[config.mk]
export PLATFORM = sky130hd
export DESIGN_NAME = analog_pin_digital_disable
export DESIGN_NICKNAME = d
export VERILOG_FILES = /design/src/analog_pin_pkg.sv /design/src/pin_gate.sv /design/src/analog_pin_digital_disable.sv
export SDC_FILE = /design/constraint.sdc
export NUM_CORES = 1
export LEC_CHECK = 0
export BUFFER_PORTS_ARGS = -buffer_cell sky130_fd_sc_hd__buf_2
export CELL_PAD_IN_SITES_DETAIL_PLACEMENT = 0
export CELL_PAD_IN_SITES_GLOBAL_PLACEMENT = 2
export CORE_MARGIN = 5
export CORE_UTILIZATION = 25
export CTS_BUF_LIST = sky130_fd_sc_hd__clkbuf_8
export CTS_CLUSTER_DIAMETER = 50
export DETAILED_ROUTE_END_ITERATION = 6
export PLACE_DENSITY_LB_ADDON = 0.1
export SLEW_MARGIN = 20
export SYNTH_ARGS = -nofsm -noshare
export SYNTH_HDL_FRONTEND = slang
export SYNTH_HIERARCHICAL = 1
export SYNTH_SLANG_ARGS = --single-unit
[constraint.sdc]
create_clock -name clock_in -period 1.6 [get_ports clock_in]
set_input_delay 0.16 -clock clock_in [delete_from_list [all_inputs] [get_ports clock_in]]
set_output_delay 0.16 -clock clock_in [all_outputs]
set_load 0.05 [all_outputs]
[src/analog_pin_pkg.sv]
package analog_pin_pkg;
  localparam int ADDR_W = 2;
  localparam int DATA_W = 8;
  localparam int NUM_CH = 24;
  localparam int REG_W = 8;
  localparam logic [ADDR_W-1:0] OFS_DISABLE_LOW = 2'h0;
  localparam logic [ADDR_W-1:0] OFS_DISABLE_MID = 2'h1;
  localparam logic [ADDR_W-1:0] OFS_DISABLE_HIGH = 2'h2;
  localparam logic [REG_W-1:0] RST_DISABLE = 8'h00;
  localparam logic [DATA_W-1:0] RD_UNMAPPED = 8'h00;
  localparam logic [NUM_CH-1:0] DEF_CH_PRESENT = 24'hFFFFFF;
endpackage : analog_pin_pkg

[src/pin_gate.sv]
`timescale 1ns/10ps
// one pad's digital gating, purely combinational
module pin_gate (
  input wire logic disable_in,
  input wire logic port_out_in,
  input wire logic port_dir_in,
  input wire logic port_pull_in,
  input wire logic pad_sync_in,
  output logic pad_out_out,
  output logic pad_oe_n_out,
  output logic pad_pull_out,
  output logic port_rd_out
);
  always_comb begin
    pad_out_out = port_out_in & ~disable_in;
    pad_oe_n_out = ~port_dir_in | disable_in;
    pad_pull_out = port_pull_in & ~disable_in;
    port_rd_out = pad_sync_in & ~disable_in;
  end
endmodule : pin_gate

[src/analog_pin_digital_disable.sv]
// The plain strobed port and the register addresses are this design's own decisions.
`timescale 1ns/10ps
module analog_pin_digital_disable
  import analog_pin_pkg::*;
#(
  parameter logic [analog_pin_pkg::NUM_CH-1:0] CH_PRESENT =
    analog_pin_pkg::DEF_CH_PRESENT,
  parameter bit HAS_MID = 1'b1,
  parameter bit HAS_HIGH = 1'b1
) (
  input wire logic clock_in,
  input wire logic rst_n_in,
  input wire logic [analog_pin_pkg::ADDR_W-1:0] addr_in,
  input wire logic [analog_pin_pkg::DATA_W-1:0] wdata_in,
  input wire logic wr_in,
  input wire logic rd_in,
  output logic [analog_pin_pkg::DATA_W-1:0] rdata_out,
  input wire logic [analog_pin_pkg::NUM_CH-1:0] port_out_in,
  input wire logic [analog_pin_pkg::NUM_CH-1:0] port_dir_in,
  input wire logic [analog_pin_pkg::NUM_CH-1:0] port_pull_in,
  input wire logic [analog_pin_pkg::NUM_CH-1:0] pad_in,
  output logic [analog_pin_pkg::NUM_CH-1:0] pad_out_out,
  output logic [analog_pin_pkg::NUM_CH-1:0] pad_oe_n_out,
  output logic [analog_pin_pkg::NUM_CH-1:0] pad_pull_out,
  output logic [analog_pin_pkg::NUM_CH-1:0] port_rd_out,
  output logic [analog_pin_pkg::NUM_CH-1:0] analog_sel_out
);
  import analog_pin_pkg::*;

  // parameter values the logic cannot serve are refused here
  generate
    if (NUM_CH != 3 * REG_W) begin : g_bad_count
      $error("channel count must equal three registers of bits");
    end
    if (DATA_W != REG_W) begin : g_bad_width
      $error("bus data width must equal register width");
    end
    if (ADDR_W < 2) begin : g_bad_addr
      $error("address must reach all three registers");
    end
    if (!HAS_MID && (CH_PRESENT[2*REG_W-1:REG_W] != '0)) begin : g_bad_mid
      $error("channels of the mid register need that register");
    end
    if (!HAS_HIGH && (CH_PRESENT[3*REG_W-1:2*REG_W] != '0))
    begin : g_bad_high
      $error("channels of the high register need that register");
    end
  endgenerate

  logic [REG_W-1:0] dis_low;
  logic [REG_W-1:0] dis_mid;
  logic [REG_W-1:0] dis_high;
  logic [REG_W-1:0] next_dis_low;
  logic [REG_W-1:0] next_dis_mid;
  logic [REG_W-1:0] next_dis_high;
  logic wr_low;
  logic wr_mid;
  logic wr_high;
  logic [DATA_W-1:0] rdata;
  logic [DATA_W-1:0] next_rdata;
  logic [NUM_CH-1:0] pad_meta;
  logic [NUM_CH-1:0] pad_sync;
  logic [NUM_CH-1:0] next_pad_meta;
  logic [NUM_CH-1:0] next_pad_sync;
  logic [NUM_CH-1:0] dis_vec;
  logic [NUM_CH-1:0] pad_out_c;
  logic [NUM_CH-1:0] pad_oe_n_c;
  logic [NUM_CH-1:0] pad_pull_c;
  logic [NUM_CH-1:0] port_rd_c;
  logic [NUM_CH-1:0] out_q;
  logic [NUM_CH-1:0] oe_n_q;
  logic [NUM_CH-1:0] pull_q;
  logic [NUM_CH-1:0] rd_q;
  logic [NUM_CH-1:0] ana_q;
  logic [NUM_CH-1:0] next_out;
  logic [NUM_CH-1:0] next_oe_n;
  logic [NUM_CH-1:0] next_pull;
  logic [NUM_CH-1:0] next_rd;
  logic [NUM_CH-1:0] next_ana;

  // write decode; an absent register never takes a write
  always_comb begin
    wr_low = 1'b0;
    wr_mid = 1'b0;
    wr_high = 1'b0;
    if (wr_in) begin
      case (addr_in)
        OFS_DISABLE_LOW: wr_low = 1'b1;
        OFS_DISABLE_MID: wr_mid = HAS_MID;
        OFS_DISABLE_HIGH: wr_high = HAS_HIGH;
        default: begin
        end
      endcase
    end
  end

  // register file
  always_comb begin
    next_dis_low = dis_low;
    next_dis_mid = dis_mid;
    next_dis_high = dis_high;
    if (wr_low) begin
      next_dis_low = wdata_in;
    end
    if (wr_mid) begin
      next_dis_mid = wdata_in;
    end
    if (wr_high) begin
      next_dis_high = wdata_in;
    end
  end

  always_ff @(posedge clock_in or negedge rst_n_in) begin
    if (!rst_n_in) begin
      dis_low <= RST_DISABLE;
      dis_mid <= RST_DISABLE;
      dis_high <= RST_DISABLE;
    end else begin
      dis_low <= next_dis_low;
      dis_mid <= next_dis_mid;
      dis_high <= next_dis_high;
    end
  end

  // read data stands one cycle only, zero otherwise
  always_comb begin
    next_rdata = RD_UNMAPPED;
    if (rd_in) begin
      case (addr_in)
        OFS_DISABLE_LOW: next_rdata = dis_low;
        OFS_DISABLE_MID: next_rdata = HAS_MID ? dis_mid : RD_UNMAPPED;
        OFS_DISABLE_HIGH: next_rdata = HAS_HIGH ? dis_high : RD_UNMAPPED;
        default: next_rdata = RD_UNMAPPED;
      endcase
    end
  end

  always_ff @(posedge clock_in or negedge rst_n_in) begin
    if (!rst_n_in) begin
      rdata <= RD_UNMAPPED;
    end else begin
      rdata <= next_rdata;
    end
  end

  assign rdata_out = rdata;

  // register bits to channels; absent channels never gate a pin
  genvar bt;
  generate
    for (bt = 0; bt < REG_W; bt++) begin : g_map
      assign dis_vec[bt] = dis_low[bt] & CH_PRESENT[bt];
      assign dis_vec[REG_W+bt] =
        dis_mid[bt] & CH_PRESENT[REG_W+bt];
      assign dis_vec[2*REG_W+bt] =
        dis_high[bt] & CH_PRESENT[2*REG_W+bt];
    end
  endgenerate

  genvar ch;
  generate
    for (ch = 0; ch < NUM_CH; ch++) begin : g_pin
      pin_gate u_gate (
        .disable_in(dis_vec[ch]),
        .port_out_in(port_out_in[ch]),
        .port_dir_in(port_dir_in[ch]),
        .port_pull_in(port_pull_in[ch]),
        .pad_sync_in(pad_sync[ch]),
        .pad_out_out(pad_out_c[ch]),
        .pad_oe_n_out(pad_oe_n_c[ch]),
        .pad_pull_out(pad_pull_c[ch]),
        .port_rd_out(port_rd_c[ch])
      );
    end
  endgenerate

  // two-stage synchroniser for the raw pad levels
  always_comb begin
    next_pad_meta = pad_in;
    next_pad_sync = pad_meta;
  end

  always_ff @(posedge clock_in or negedge rst_n_in) begin
    if (!rst_n_in) begin
      pad_meta <= '0;
      pad_sync <= '0;
    end else begin
      pad_meta <= next_pad_meta;
      pad_sync <= next_pad_sync;
    end
  end

  // outputs come from flops so pads never see gating glitches
  always_comb begin
    next_out = pad_out_c;
    next_oe_n = pad_oe_n_c;
    next_pull = pad_pull_c;
    next_rd = port_rd_c;
    next_ana = dis_vec;
  end

  // reset leaves every driver off and every pin digital
  always_ff @(posedge clock_in or negedge rst_n_in) begin
    if (!rst_n_in) begin
      out_q <= '0;
      oe_n_q <= '1;
      pull_q <= '0;
      rd_q <= '0;
      ana_q <= '0;
    end else begin
      out_q <= next_out;
      oe_n_q <= next_oe_n;
      pull_q <= next_pull;
      rd_q <= next_rd;
      ana_q <= next_ana;
    end
  end

  assign pad_out_out = out_q;
  assign pad_oe_n_out = oe_n_q;
  assign pad_pull_out = pull_q;
  assign port_rd_out = rd_q;
  assign analog_sel_out = ana_q;
endmodule : analog_pin_digital_disable

==> reports/qor.txt <==
Run status - complete, no violations
Setup violators final - 0
Full die area - 28,100 um2
Worst hold slack - 0.0507 ns
Critical path's slowest cell - dfstp_2
Primary FF master, synth - dfrtp_1
Crit path max fanout - 1
HP Start - rd_in
Crit. path cell count - 1
Distinct cells, synth - 14
DRC - 0
Clock Latency Late Sink - 0.46 ns
Vias in the first global route - 4,436
Core ar. - 24,400 um2
Largest net degree at the start of global routing - 48
Starting DRT DRC Count - 154
First-pass GRT wire length - 25,200 um
Initial antenna violation count - 1
Max incr delay on CP - 0.54 ns
Average vias per placed instance - 3.81
Crit path to - pad_oe_n_out[5]
Peak VDD IR - 0.000445 V
Post_cts resized - 0
Fin. max-slew vios - 0
Layout cell share with drive strength beyond 1 - 0.443
Fin cells - 1,062
DR vias - 4,042
Final #Nets - 836
Synth area leader - dfrtp_1
Routability congestion estimate - 0.697
Critical R2R Launch - dis_mid[0]$_DFFE_PN0P_
Syn nets - 469
Post-Syn Area per Cell - 17.3 um2
Critical Path RT - 1.44 ns
Clk sinks - 200
Chip Width - 168 um
Clk slew on worst S/H paths - 0.10 ns
Root Driver - clkbuf_8
Multi-input logic area - 1140 um2
Max clock buf depth - 2
First-pass detailed-route iteration total - 4
Ant. Diodes - 0
Unrepaired setup endpoints after global routing - no
Fill cells - 2,423
Slew @ Worst Pin - 0.472 ns
Top-area cell type share of the netlist area - 0.709
Initial core utilization - 0.255
Max Cap Violations - 0
Htree depth - 4
CTS Buf Count - 17
Synth top cells by count - dfrtp_1, nor2b_1, dfstp_2, mux2_2, nand2b_1
Asr flop ratio synth - 1.00
Maximum clock rate - 712 MHz
Cell count after synthesis - 359
Final cycle utilization of the critical path - 0.878
Power Density - 1310 nW/um2
Buf/Inv on CP - 1
GRT Overall Usage - 0.116
Total Wirelength - 16,100 um
Routed WL per cell - 15.2 um
IO Pins - 238
Tot Pwr - 12,200 uW
Reg area - 5030 um2
EDFF count, synth - 0
Min Tclk post-route - 1.40 ns
Critical path's top delay family - flip-flops
Mapped cell area - 6210 um2
Top-count cell post-synth - dfrtp_1
Synth area leaders - dfrtp_1, dfstp_2, nor2b_1
Worst-path cell chain - buf_2
Synth Warn # - 6
Setup TNS - 0 ns
Post-detail-place hpwl - 11,800 um
Reg2reg end - rdata_out[0]$_DFF_PN0_
# rows - 57
Rel. slew slack - 0.685
Crit. End Element - output port
CP startpoint - pad_oe_n_out[5]$_DFF_PN1_
Worst-case reg-to-reg path depth - 3
Hold Crit Class - in -> reg
Arrival @ worst endpoint - 1.24 ns
Fin. Hold Viols - 0
P_leak - 0.00452 uW
Syn-to-layout area delta - 50.6%
Crit start category - flop
GR Overflow Total - 0
Die height - 168 um
CTS tree - yes
Inst Count DP - 926
#FFs+latches synth - 200
Critical path type - reg -> out
Clock skew - 0.0152 ns
Register area share after synthesis - 0.811
FF-to-FF setup slack - 0.59 ns
Buffers added on ports - 237
Final ANT Viol Nets - 0
==> cell type report <==
class                           count  area share
Sequential cell                   200       0.538
Timing Repair Buffer              352       0.254
Multi-Input combinational cell    155       0.122
Tap cell                          324      0.0434
Clock buffer                       18      0.0265
Clock inverter                     13      0.0159
==> timing repair <==
item	in CTS	in global routing
hold buffers	105	0
hold endpoints to repair	159	0
buffers inserted	0	0
==> sequential cells by signal, indices dropped and copies added, names as in the netlist, 24 cells and up <==
| register | flops |
|---|---|
| next_pad_sync | 24 |
| port_rd_out | 24 |
| pad_sync | 24 |
| pad_pull_out | 24 |
| pad_oe_n_out | 24 |
| analog_sel_out | 24 |
| pad_out_out | 24 |
==> power by group <==
part / internal, uW / total [uW] / leakage [uW] / switching [uW]
registers: 5690 / 6070 / 0.00241 / 377
logic: 841 / 2950 / 0.00192 / 2100
clock network: 1450 / 3210 / 0.000196 / 1760
==> placed cells by master (no fill, tap or decap), types with 3 or more instances in the layout <==
cell type / instances
buf_2: 236
dfrtp_1: 176
dlygate4sd3_1: 105
nor2b_1: 72
mux2_2: 24
nand2b_1: 24
dfstp_2: 24
clkbuf_8: 19
mux2i_1: 8
nand3b_1: 8
o21ai_0: 8
and2_1: 8
buf_4: 6
clkinvlp_4: 4
buf_12: 4
inv_8: 3
==> cell families after synthesis <==
| group | count (synthesis) | share of synthesized area |
|---|---|---|
| compound gates | 8 | 0.00645 |
| buf+inv | 4 | 0.00504 |
| mux | 32 | 0.0564 |
| simple gates | 115 | 0.121 |
| flops | 200 | 0.811 |
==> how the worst min path moves through the flow <==
stage,depth (start not counted),slack (ns),endpoint
after global placement,1,0.15,pad_sync[17]$_DFF_PN0_
after floorplan,0,-0.14,analog_sel_out[0]$_DFF_PN0_
final,2,0.05,rdata_out[2]$_DFF_PN0_
after detailed placement,1,0.16,port_rd_out[17]$_DFF_PN0_
after global routing,2,0.02,rdata_out[2]$_DFF_PN0_
after CTS,2,0.02,rdata_out[5]$_DFF_PN0_
==> worst register-to-register path, cell delays in order (launching register included) <==
cell     delay [ns]
dfrtp_1        0.50
mux2i_1        0.18
o21ai_0        0.08
and2_1         0.16
==> per-layer routing <==
metal  share of wire  vias to the layer above  wire (um)  track usage
met1            0.43                     2010       6940        0.146
met2            0.48                      140       7720        0.184
met4          0.0096                        2        154       0.0318
met3           0.079                       15       1270       0.0486
li1                -                     1875          -            -
met5         0.00081                        -         13            0
==> through the flow <==
step                cell area [um2]  worst slack (ns)   util
global placement               7900             0.309  0.324
finish                         9350             0.196  0.383
detailed placement             7900             0.289  0.324
global route                   9350             0.104  0.383
CTS                            9350             0.133  0.383
floorplan                      6210             0.491      -
Power figures use the tool's default switching activity.
